**config.mk**
```make
export PLATFORM = sky130hd
export DESIGN_NAME = hbi_top
export DESIGN_NICKNAME = d
export VERILOG_FILES = /design/src/rtl/hbi_regmem.v /design/src/rtl/hbi_sync.v /design/src/rtl/hbi_top.v
export VERILOG_INCLUDE_DIRS = /design/src /design/src/rtl
export SDC_FILE = /design/constraint.sdc
export NUM_CORES = 2
export LEC_CHECK = 0
export BUFFER_PORTS_ARGS = -buffer_cell sky130_fd_sc_hd__buf_2
export CORE_AREA = 2 2 447 449
export DETAILED_ROUTE_END_ITERATION = 10
export DIE_AREA = 0 0 449 451
export SYNTH_ARGS = -nofsm -noshare
export SYNTH_HDL_FRONTEND = slang
export SYNTH_HIERARCHICAL = 1
export SYNTH_SLANG_ARGS = --single-unit
```
**constraint.sdc**
```tcl
create_clock -name i_clock -period 4.9 [get_ports i_clock]
set_clock_uncertainty 0.2 [all_clocks]
set_input_delay 0 -clock i_clock [delete_from_list [all_inputs] [get_ports i_clock]]
set_output_delay 0 -clock i_clock [all_outputs]
set_load 0.01 [all_outputs]
```
**src/rtl/hbi_defs.vh**
```
// Constants for the host bus interface with interrupt hierarchy.
// Operation
// - Program through an 8-bit data port; decode 8-bit register address inside.
// - Latch-enable held high selects chip select, read/not-write, data strobe bus.
// - Latch-enable held low selects non-multiplexed bus with separate read, write strobes.
// - Any edge on latch-enable after the start-up count selects multiplexed address/data mode.
// - Multiplexed mode stays until hardware reset; nothing else leaves it.
// - Multiplexed mode captures address from data lines before the access.
// - Address-mode select low: bus address selects the register directly.
// - Address-mode select high: only address bit zero decoded, pointer or data window.
// - Host writes pointer first; data window then reaches the pointed register.
// - Indirect mode ignores address bits above zero; system ties them defined.
// - All registers 8 bits; two independent B-channel files plus D-channel, others.
// - After reset interrupt transfer; DMA only once software sets channel DMA bit.
// - DMA serves B-channel data only; D-channel always host driven.
// - Terminal mode: channels choose DMA freely; line modes: only channel B.
// - One active-low wire-OR interrupt output, present in every mode.
// - Active-high interrupt copy only in terminal mode with second auxiliary pin output.
// - Top status holds two direct indications plus B and D summary bits.
// - Every source has a mask bit; a masked source never drives the request.
// - D-channel sources: pool, message, overflow, underrun, timers, C/I, sync events.
// - Top status carries two external interrupt bits and two D-channel summaries.
`ifndef HBI_DEFS_VH
`define HBI_DEFS_VH
`define HBI_W 8
`define HBI_SYNC_W 26
`define HBI_START_CNT 2'h3
`define HBI_A_CTRL 8'h40
`define HBI_A_TOP_ST 8'h41
`define HBI_A_TOP_MSK 8'h42
`define HBI_A_D_ST 8'h43
`define HBI_A_D_MSK 8'h44
`define HBI_A_DX_ST 8'h45
`define HBI_A_DX_MSK 8'h46
`define HBI_A_BA_ST 8'h47
`define HBI_A_BA_MSK 8'h48
`define HBI_A_BAX_ST 8'h49
`define HBI_A_BAX_MSK 8'h4A
`define HBI_A_BB_ST 8'h4B
`define HBI_A_BB_MSK 8'h4C
`define HBI_A_BBX_ST 8'h4D
`define HBI_A_BBX_MSK 8'h4E
`define HBI_MSK_RST 8'h00
`define HBI_CTRL_RST 8'h00
`define HBI_CTRL_DMA_A 0
`define HBI_CTRL_DMA_B 1
`define HBI_CTRL_SECOND_AUXILIARY_PIN_OUT 2
`define HBI_TOP_EXT0 0
`define HBI_TOP_EXT1 1
`define HBI_TOP_DSUM 2
`define HBI_TOP_DXSUM 3
`define HBI_TOP_BASUM 4
`define HBI_TOP_BAXSUM 5
`define HBI_TOP_BBSUM 6
`define HBI_TOP_BBXSUM 7
`define HBI_BUS_MOTO 2'h0
`define HBI_BUS_SEP 2'h1
`define HBI_BUS_MUX 2'h2
`endif

```
**src/rtl/hbi_regmem.v**
```verilog
// General register storage with registered read data.
`default_nettype none
module hbi_regmem (
  input wire i_clock,
  input wire i_we,
  input wire [7:0] i_addr,
  input wire [7:0] i_wdata,
  output reg [7:0] o_rdata
);
  // Storage carries no reset so it maps onto plain memory.
  reg [7:0] mem [0:255];
  always @(posedge i_clock) begin
    if (i_we) begin
      mem[i_addr] <= i_wdata;
    end
    o_rdata <= mem[i_addr];
  end
endmodule
`default_nettype wire

```
**src/rtl/hbi_sync.v**
```verilog
// Two-stage synchroniser for asynchronous pin inputs.
`default_nettype none
module hbi_sync #(
  parameter W = 1
) (
  input wire i_clock,
  input wire i_arst_n,
  input wire [W-1:0] i_async,
  output reg [W-1:0] o_sync
);
  reg [W-1:0] meta_q;
  always @(posedge i_clock or negedge i_arst_n) begin
    if (!i_arst_n) begin
      meta_q <= {W{1'b0}};
      o_sync <= {W{1'b0}};
    end else begin
      meta_q <= i_async;
      o_sync <= meta_q;
    end
  end
endmodule
`default_nettype wire

```
**src/rtl/hbi_top.v**
```verilog
// Host bus interface: bus type detection, addressing and interrupt tree.
`include "hbi_defs.vh"
`default_nettype none
module hbi_top (
  input wire i_clock,
  input wire i_arst_n,
  input wire i_ale,
  input wire i_cs_n,
  input wire i_rw,
  input wire i_ds_n,
  input wire i_wr_n,
  input wire i_rd_n,
  input wire i_address_mode_select,
  input wire i_terminal_mode,
  input wire [7:0] i_addr,
  input wire [7:0] i_data,
  input wire [1:0] i_external_irq_inputs,
  input wire [7:0] i_dchan_events,
  input wire [3:0] i_dchan_ext_events,
  input wire [2:0] i_bchan_a_events,
  input wire [3:0] i_bchan_a_ext_events,
  input wire [2:0] i_bchan_b_events,
  input wire [3:0] i_bchan_b_ext_events,
  output reg [7:0] o_data,
  output reg o_data_oe,
  output reg o_irq_n_out,
  output reg o_irq_n_oe,
  output reg o_second_auxiliary_pin_out,
  output reg o_second_auxiliary_pin_oe,
  output reg o_dma_enable_a,
  output reg o_dma_enable_b,
  output reg [1:0] o_bus_type
);
  localparam ST_IDLE = 2'h0;
  localparam ST_READ = 2'h1;
  localparam ST_WRITE = 2'h2;

  function [7:0] upd;
    input [7:0] st;
    input [7:0] ev;
    input clr;
    begin
      upd = (st & ~{8{clr}}) | ev;
    end
  endfunction

  function [7:0] target;
    input address_mode_select;
    input [7:0] a;
    input [7:0] ptr;
    begin
      if (address_mode_select) begin
        target = ptr;
      end else begin
        target = a;
      end
    end
  endfunction

  wire [`HBI_SYNC_W-1:0] sync_v;
  hbi_sync #(.W(`HBI_SYNC_W)) u_sync (
    .i_clock(i_clock),
    .i_arst_n(i_arst_n),
    .i_async({i_ale, i_cs_n, i_rw, i_ds_n, i_wr_n, i_rd_n,
              i_address_mode_select, i_terminal_mode, i_addr, i_data,
              i_external_irq_inputs}),
    .o_sync(sync_v)
  );
  wire ale_s = sync_v[25];
  wire cs_s = ~sync_v[24];
  wire rw_s = sync_v[23];
  wire ds_s = ~sync_v[22];
  wire wr_s = ~sync_v[21];
  wire rd_s = ~sync_v[20];
  wire address_mode_select_s = sync_v[19];
  wire te_s = sync_v[18];
  wire [7:0] addr_s = sync_v[17:10];
  wire [7:0] data_s = sync_v[9:2];
  wire [1:0] ext_s = sync_v[1:0];

  reg [1:0] start_q;
  reg started_q;
  reg ale_prev_q;
  reg moto_q;
  reg mux_q;
  reg [7:0] alat_q;
  reg [1:0] state_q;
  reg [7:0] acc_addr_q;
  reg acc_ptr_q;
  reg [7:0] wdat_q;
  reg [7:0] ptr_q;
  reg [7:0] rd_int_q;
  reg rd_is_int_q;
  reg [7:0] ctrl_q;
  reg [1:0] ext_q;
  reg [1:0] ext_prev_q;
  reg [7:0] top_msk_q;
  reg [7:0] d_st_q;
  reg [7:0] d_msk_q;
  reg [7:0] dx_st_q;
  reg [7:0] dx_msk_q;
  reg [7:0] ba_st_q;
  reg [7:0] ba_msk_q;
  reg [7:0] bax_st_q;
  reg [7:0] bax_msk_q;
  reg [7:0] bb_st_q;
  reg [7:0] bb_msk_q;
  reg [7:0] bbx_st_q;
  reg [7:0] bbx_msk_q;
  wire [7:0] mem_rdata;

  // The bus type is only judged once the synchroniser holds real pin levels.
  wire ale_edge = started_q & (ale_s != ale_prev_q);
  wire use_moto = moto_q & ~mux_q;
  wire rd_act = cs_s & (use_moto ? (ds_s & rw_s) : rd_s);
  wire wr_act = cs_s & (use_moto ? (ds_s & ~rw_s) : wr_s);
  // Multiplexed cycles take the latched address, others the address pins.
  wire [7:0] bus_a = mux_q ? alat_q : addr_s;
  wire is_ptr = address_mode_select_s & ~bus_a[0];
  wire [7:0] tgt = target(address_mode_select_s, bus_a, ptr_q);
  wire rd_start = (state_q == ST_IDLE) & rd_act & started_q;
  wire wr_start = (state_q == ST_IDLE) & ~rd_act & wr_act & started_q;
  wire commit = (state_q == ST_WRITE) & ~wr_act;
  wire mem_we = commit & ~acc_ptr_q;

  // Reading a status register clears it (top status: only its external bits); a new event in that cycle survives.
  wire clr_top = rd_start & ~is_ptr & (tgt == `HBI_A_TOP_ST);
  wire clr_d = rd_start & ~is_ptr & (tgt == `HBI_A_D_ST);
  wire clr_dx = rd_start & ~is_ptr & (tgt == `HBI_A_DX_ST);
  wire clr_ba = rd_start & ~is_ptr & (tgt == `HBI_A_BA_ST);
  wire clr_bax = rd_start & ~is_ptr & (tgt == `HBI_A_BAX_ST);
  wire clr_bb = rd_start & ~is_ptr & (tgt == `HBI_A_BB_ST);
  wire clr_bbx = rd_start & ~is_ptr & (tgt == `HBI_A_BBX_ST);

  wire [7:0] top_st;
  assign top_st[`HBI_TOP_EXT0] = ext_q[0];
  assign top_st[`HBI_TOP_EXT1] = ext_q[1];
  assign top_st[`HBI_TOP_DSUM] = |(d_st_q & ~d_msk_q);
  assign top_st[`HBI_TOP_DXSUM] = |(dx_st_q & ~dx_msk_q);
  assign top_st[`HBI_TOP_BASUM] = |(ba_st_q & ~ba_msk_q);
  assign top_st[`HBI_TOP_BAXSUM] = |(bax_st_q & ~bax_msk_q);
  assign top_st[`HBI_TOP_BBSUM] = |(bb_st_q & ~bb_msk_q);
  assign top_st[`HBI_TOP_BBXSUM] = |(bbx_st_q & ~bbx_msk_q);
  wire irq_any = |(top_st & ~top_msk_q);

  reg [7:0] int_rd;
  reg int_hit;
  always @* begin
    int_rd = 8'h00;
    int_hit = 1'b1;
    case (tgt)
      `HBI_A_CTRL: int_rd = ctrl_q;
      `HBI_A_TOP_ST: int_rd = top_st;
      `HBI_A_TOP_MSK: int_rd = top_msk_q;
      `HBI_A_D_ST: int_rd = d_st_q;
      `HBI_A_D_MSK: int_rd = d_msk_q;
      `HBI_A_DX_ST: int_rd = dx_st_q;
      `HBI_A_DX_MSK: int_rd = dx_msk_q;
      `HBI_A_BA_ST: int_rd = ba_st_q;
      `HBI_A_BA_MSK: int_rd = ba_msk_q;
      `HBI_A_BAX_ST: int_rd = bax_st_q;
      `HBI_A_BAX_MSK: int_rd = bax_msk_q;
      `HBI_A_BB_ST: int_rd = bb_st_q;
      `HBI_A_BB_MSK: int_rd = bb_msk_q;
      `HBI_A_BBX_ST: int_rd = bbx_st_q;
      `HBI_A_BBX_MSK: int_rd = bbx_msk_q;
      default: int_hit = 1'b0;
    endcase
    // The pointer register is write-only and reads as zero.
    if (is_ptr) begin
      int_rd = 8'h00;
      int_hit = 1'b1;
    end
  end

  hbi_regmem u_mem (
    .i_clock(i_clock),
    .i_we(mem_we),
    .i_addr(acc_addr_q),
    .i_wdata(wdat_q),
    .o_rdata(mem_rdata)
  );

  always @(posedge i_clock or negedge i_arst_n) begin
    if (!i_arst_n) begin
      start_q <= 2'h0;
      started_q <= 1'b0;
      ale_prev_q <= 1'b0;
      moto_q <= 1'b0;
      mux_q <= 1'b0;
      alat_q <= 8'h00;
      o_bus_type <= `HBI_BUS_SEP;
    end else begin
      ale_prev_q <= ale_s;
      if (!started_q) begin
        start_q <= start_q + 2'h1;
        if (start_q == `HBI_START_CNT) begin
          started_q <= 1'b1;
          moto_q <= ale_s;
        end
      end
      // Once set, nothing but the reset clears the multiplexed flag.
      if (ale_edge) begin
        mux_q <= 1'b1;
      end
      if (ale_s) begin
        alat_q <= data_s;
      end
      if (mux_q | ale_edge) begin
        o_bus_type <= `HBI_BUS_MUX;
      end else if (started_q) begin
        o_bus_type <= moto_q ? `HBI_BUS_MOTO : `HBI_BUS_SEP;
      end
    end
  end

  always @(posedge i_clock or negedge i_arst_n) begin
    if (!i_arst_n) begin
      state_q <= ST_IDLE;
      acc_addr_q <= 8'h00;
      acc_ptr_q <= 1'b0;
      wdat_q <= 8'h00;
      ptr_q <= 8'h00;
      rd_int_q <= 8'h00;
      rd_is_int_q <= 1'b0;
      o_data <= 8'h00;
      o_data_oe <= 1'b0;
    end else begin
      case (state_q)
        ST_IDLE: begin
          o_data_oe <= 1'b0;
          if (rd_start) begin
            state_q <= ST_READ;
            acc_addr_q <= tgt;
            acc_ptr_q <= is_ptr;
            rd_int_q <= int_rd;
            rd_is_int_q <= int_hit;
          end else if (wr_start) begin
            state_q <= ST_WRITE;
            acc_addr_q <= tgt;
            acc_ptr_q <= is_ptr;
          end
        end
        ST_READ: begin
          o_data <= rd_is_int_q ? rd_int_q : mem_rdata;
          o_data_oe <= rd_act;
          if (!rd_act) begin
            state_q <= ST_IDLE;
          end
        end
        ST_WRITE: begin
          o_data_oe <= 1'b0;
          if (wr_act) begin
            wdat_q <= data_s;
          end else begin
            state_q <= ST_IDLE;
            if (acc_ptr_q) begin
              ptr_q <= wdat_q;
            end
          end
        end
        default: begin
          state_q <= ST_IDLE;
          o_data_oe <= 1'b0;
        end
      endcase
    end
  end

  // Internal control and mask registers shadow the memory on writes.
  always @(posedge i_clock or negedge i_arst_n) begin
    if (!i_arst_n) begin
      ctrl_q <= `HBI_CTRL_RST;
      top_msk_q <= `HBI_MSK_RST;
      d_msk_q <= `HBI_MSK_RST;
      dx_msk_q <= `HBI_MSK_RST;
      ba_msk_q <= `HBI_MSK_RST;
      bax_msk_q <= `HBI_MSK_RST;
      bb_msk_q <= `HBI_MSK_RST;
      bbx_msk_q <= `HBI_MSK_RST;
    end else if (mem_we) begin
      case (acc_addr_q)
        `HBI_A_CTRL: ctrl_q <= wdat_q;
        `HBI_A_TOP_MSK: top_msk_q <= wdat_q;
        `HBI_A_D_MSK: d_msk_q <= wdat_q;
        `HBI_A_DX_MSK: dx_msk_q <= wdat_q;
        `HBI_A_BA_MSK: ba_msk_q <= wdat_q;
        `HBI_A_BAX_MSK: bax_msk_q <= wdat_q;
        `HBI_A_BB_MSK: bb_msk_q <= wdat_q;
        `HBI_A_BBX_MSK: bbx_msk_q <= wdat_q;
        default: ctrl_q <= ctrl_q;
      endcase
    end
  end

  always @(posedge i_clock or negedge i_arst_n) begin
    if (!i_arst_n) begin
      ext_q <= 2'h0;
      ext_prev_q <= 2'h0;
      d_st_q <= 8'h00;
      dx_st_q <= 8'h00;
      ba_st_q <= 8'h00;
      bax_st_q <= 8'h00;
      bb_st_q <= 8'h00;
      bbx_st_q <= 8'h00;
    end else begin
      ext_prev_q <= ext_s;
      ext_q <= (ext_q & ~{2{clr_top}}) | (ext_s & ~ext_prev_q);
      d_st_q <= upd(d_st_q, i_dchan_events, clr_d);
      dx_st_q <= upd(dx_st_q, {4'h0, i_dchan_ext_events}, clr_dx);
      ba_st_q <= upd(ba_st_q, {5'h00, i_bchan_a_events}, clr_ba);
      bax_st_q <= upd(bax_st_q, {4'h0, i_bchan_a_ext_events}, clr_bax);
      bb_st_q <= upd(bb_st_q, {5'h00, i_bchan_b_events}, clr_bb);
      bbx_st_q <= upd(bbx_st_q, {4'h0, i_bchan_b_ext_events}, clr_bbx);
    end
  end

  // The low-active pin only ever pulls down so it can share a pull-up.
  always @(posedge i_clock or negedge i_arst_n) begin
    if (!i_arst_n) begin
      o_irq_n_out <= 1'b0;
      o_irq_n_oe <= 1'b0;
      o_second_auxiliary_pin_out <= 1'b0;
      o_second_auxiliary_pin_oe <= 1'b0;
      o_dma_enable_a <= 1'b0;
      o_dma_enable_b <= 1'b0;
    end else begin
      o_irq_n_out <= 1'b0;
      o_irq_n_oe <= irq_any;
      o_second_auxiliary_pin_oe <= te_s & ctrl_q[`HBI_CTRL_SECOND_AUXILIARY_PIN_OUT];
      o_second_auxiliary_pin_out <= te_s & ctrl_q[`HBI_CTRL_SECOND_AUXILIARY_PIN_OUT] &
                                    irq_any;
      // Line modes keep channel A on host transfers whatever is stored.
      o_dma_enable_a <= ctrl_q[`HBI_CTRL_DMA_A] & te_s;
      o_dma_enable_b <= ctrl_q[`HBI_CTRL_DMA_B];
    end
  end
endmodule
`default_nettype wire

```
==> impl_metrics.csv <==
group,metric,value,unit
sta,relSlewSlack,9.89,%
placement,hpwl,133000,um
floorplanning,initial_core_util,44.6,%
clock_tree,clk_latency,0.88,ns
synthesis,yosysTopAreaCellShare,69.5,%
sta,finalCritPeriodShare,89.3,%
power,cellLeakagePower,32.9,nW
finish,drive_above_1_share,26.6,%
global_routing,grt_pass1_vias,45800,
placement,portBuffers,69,
critical_path,crit_path_end_kind,"register",
clock_tree,cts.sinks,2290,
clock_tree,cts_tree,"yes",
finish,multiInputGateArea,19500,um^2
synthesis,synthesis.nets,4431,
sta,finalSetupViolCount,0,
drt,post_drt_wl_per_cell,29.2,um
drt,drc_errors,0,
status,status,"complete, no violations",
synthesis,ys_types,78,
synthesis,synth-seq-cells,2290,
power,p_total,0.0480,W
synthesis,yosysWarnings,6,
synthesis,synth_flop_cell,"edfxtp_1",
critical_path,crit_path_max_fanout,64,
finish,top_register,"u_mem/mem",
synthesis,synth_edf_count,2048,
global_routing,track_usage,21.9,%
run,drv_cap,0,
synthesis,synth_cells,4376,
floorplanning,num_rows,164,
critical_path,cp_cell_sequence,"buf_12, mux4_2, a22oi_1, a21oi_1, o41ai_1, buf_4, nand4_1",
sta,rsz0062_at_grt,"no",
finish,reg_top3,"u_mem/mem x2048, u_sync/meta_q x26, u_sync/o_sync x26",
drt,wirelength,223000,um
synthesis,syn_area_per_cell,20.2,um^2
sta,finalSetupTns,0,ns
floorplanning,die_y,451,um
min_path,hp-class,"in2reg",
sta,min_period,4.38,ns
floorplanning,ios,71,
sta,worst_slew_pin_slew,1.33,ns
clock_tree,post-cts-setup-buffers,0,
critical_path,cpMaxStageDelayCell,"o41ai_1",
drt,vias,45200,
drt,via_per_inst,5.92,
synthesis,async_reset_ff_share,10.2,%
floorplanning,dieWidth,449,um
finish,fill_cells,15800,
critical_path,crit_required,5.42,ns
placement,gp_congestion,0.896,
critical_path,worst_ep_arrival_time,4.90,ns
finish,regArea,67600,um^2
clock_tree,clk_pin_slew,0.07,ns
clock_tree,htreeDepth,4,
synthesis,ys_top_cells_by_area,"edfxtp_1, mux4_2, dfrtp_1",
global_routing,antenna_found_initial,2,
sta,hold_violations,0,
critical_path,crit_type,"reg2reg",
power,vdd_ir_drop_max,0.359,mV
sta,holdWs,0.130,ns
finish,final_cells,7632,
floorplanning,core,198000,um^2
drt,ant_nets,0,
critical_path,cp-start-kind,"register",
sta,slew_violations,0,
critical_path,max_stage_delay,1.02,ns
clock_tree,cts-root-buf,"clkbuf_16",
finish,largest_reg_flops,2048,
sta,fmax,228,MHz
floorplanning,die-area,202000,um^2
global_routing,grt-ovfl-total,0,
finish,nets,4831,
power,p_per_area,470,nW/um^2
placement,dp_cells,7100,
synthesis,synth_seq_area_share,76.3,%
synthesis,syn_area,88500,um^2
global_routing,grt_pass1_wl,325000,um
drt,first_pass_iters,7,
clock_tree,clock_path_buffers,3,
finish,area_growth,15.4,%
synthesis,yosysTopAreaCell,"edfxtp_1",
clock_tree,cts_buffers,223,
drt,drt_iter0_markers,5225,
global_routing,grt_max_degree,152,
-- routing by layer --
metal | GRT usage (%) | part of all wire, % | vias to the layer above
li1 | - | - | 18800
met1 | 31.6 | 42 | 24200
met2 | 35.0 | 48 | 1836
met3 | 3.64 | 7.4 | 296
met4 | 5.95 | 2.5 | 0
met5 | 0 | 0 | -
-- worst max-delay path: cells and delay by family, from the launching register on --
kind,cells,cell delay (ns)
buffers and inverters,2,0.77
muxes,1,0.57
AOI/OAI and AO/OA,3,1.62
DFF,1,0.89
and+or+nand+nor,1,0.10
-- area by class of cell --
type,count,share of cell area (%)
Sequential cell,2290,66.2
Clock inverter,153,1.65
Antenna cell,2,0.00490
Inverter,57,0.210
Timing Repair Buffer,449,3.83
Clock buffer,270,5.74
Tap cell,2656,3.26
Multi-Input combinational cell,1755,19.1
-- metrics by stage --
stage	instance area, um^2	util [%]	setup WS (ns)
floorplan	88500	-	0.715
global placement	93400	47.1	0.484
detailed placement	93400	47.1	0.491
CTS	102000	51.5	0.467
global route	102000	51.5	0.263
finish	102000	51.5	0.523
-- Yosys cell counts, drive strengths merged, types with 6 or more instances --
cell type and n:
a2111oi 6, dfxtp 8, a22o 10, nor2b 9
o21ai 33, a31oi 9, a21oi 148, buf 115
clkbuf 159, edfxtp 2048, mux2i 27, nor2 267
nor3 47, dfrtp 233, a22oi 268, o41ai 32
o22ai 25, and2 10, nand2b 15, nand2 103
mux2 96, nand4 16, inv 57, nor4 12
nand3 25, a21o 29, mux4 513
-- cell families (layout without fill, tap and decap cells) --
| kind of cell | count (synthesis) | count (layout) | synth area share [%] |
|---|---|---|---|
| AOI/OAI and AO/OA | 597 | 597 | 4.65 |
| xor gates and xnor gates | 2 | 2 | 0.0198 |
| adders and majority gates | 1 | 1 | 0.0141 |
| buffers and inverters | 331 | 929 | 1.71 |
| DFF | 2290 | 2290 | 76.3 |
| muxes | 636 | 636 | 14.6 |
| other | 1 | 3 | 0.00424 |
| and+or+nand+nor | 518 | 518 | 2.64 |
-- placed cells by master (no fill, tap or decap), drive strengths merged, types with 8 or more instances in the layout --
| cell type | Yosys | routed |
|---|---|---|
| edfxtp | 2048 | 2048 |
| mux4 | 513 | 513 |
| buf | 115 | 343 |
| clkbuf | 159 | 270 |
| a22oi | 268 | 268 |
| nor2 | 267 | 267 |
| dfrtp | 233 | 233 |
| a21oi | 148 | 148 |
| clkinv | 0 | 115 |
| dlygate4sd3 | 0 | 106 |
| nand2 | 103 | 103 |
| mux2 | 96 | 96 |
| inv | 57 | 63 |
| nor3 | 47 | 47 |
| o21ai | 33 | 33 |
| o41ai | 32 | 32 |
| a21o | 29 | 29 |
| mux2i | 27 | 27 |
| o22ai | 25 | 25 |
| bufinv | 0 | 25 |
| nand3 | 25 | 25 |
| nand4 | 16 | 16 |
| nand2b | 15 | 15 |
| nor4 | 12 | 12 |
| a22o | 10 | 10 |
| and2 | 10 | 10 |
| a31oi | 9 | 9 |
| nor2b | 9 | 9 |
| dfxtp | 8 | 8 |
-- final timing paths --
kind / start / end / slack, ns / cells past startpoint
setup / recovery: acc_addr_q[0] / u_mem/o_rdata[1] / 0.52 / 7
hold / removal: i_data[1] / u_sync/meta_q[3] / 0.13 / 3
setup reg to reg: acc_addr_q[0] / u_mem/o_rdata[1] / 0.52 / 7
hold reg to reg: u_sync/meta_q[4] / u_sync/o_sync[4] / 0.15 / 0
max in group asynchronous: i_arst_n / wdat_q[3] / 3.72 / 4
min in group asynchronous: i_arst_n / ext_prev_q[1] / 0.21 / 4
-- timing repair --
item                                   CTS  global route
gates resized for setup                  0             0
hold buffers                           107             0
endpoints found under the hold margin  285             0
-- where the power goes --
part | switching, W | internal, W
sequential | 0.000746 | 0.0230
combinational | 0.00449 | 0.00235
clock | 0.00749 | 0.00990
total | 0.0127 | 0.0352
(Power assumes the default switching activity.)
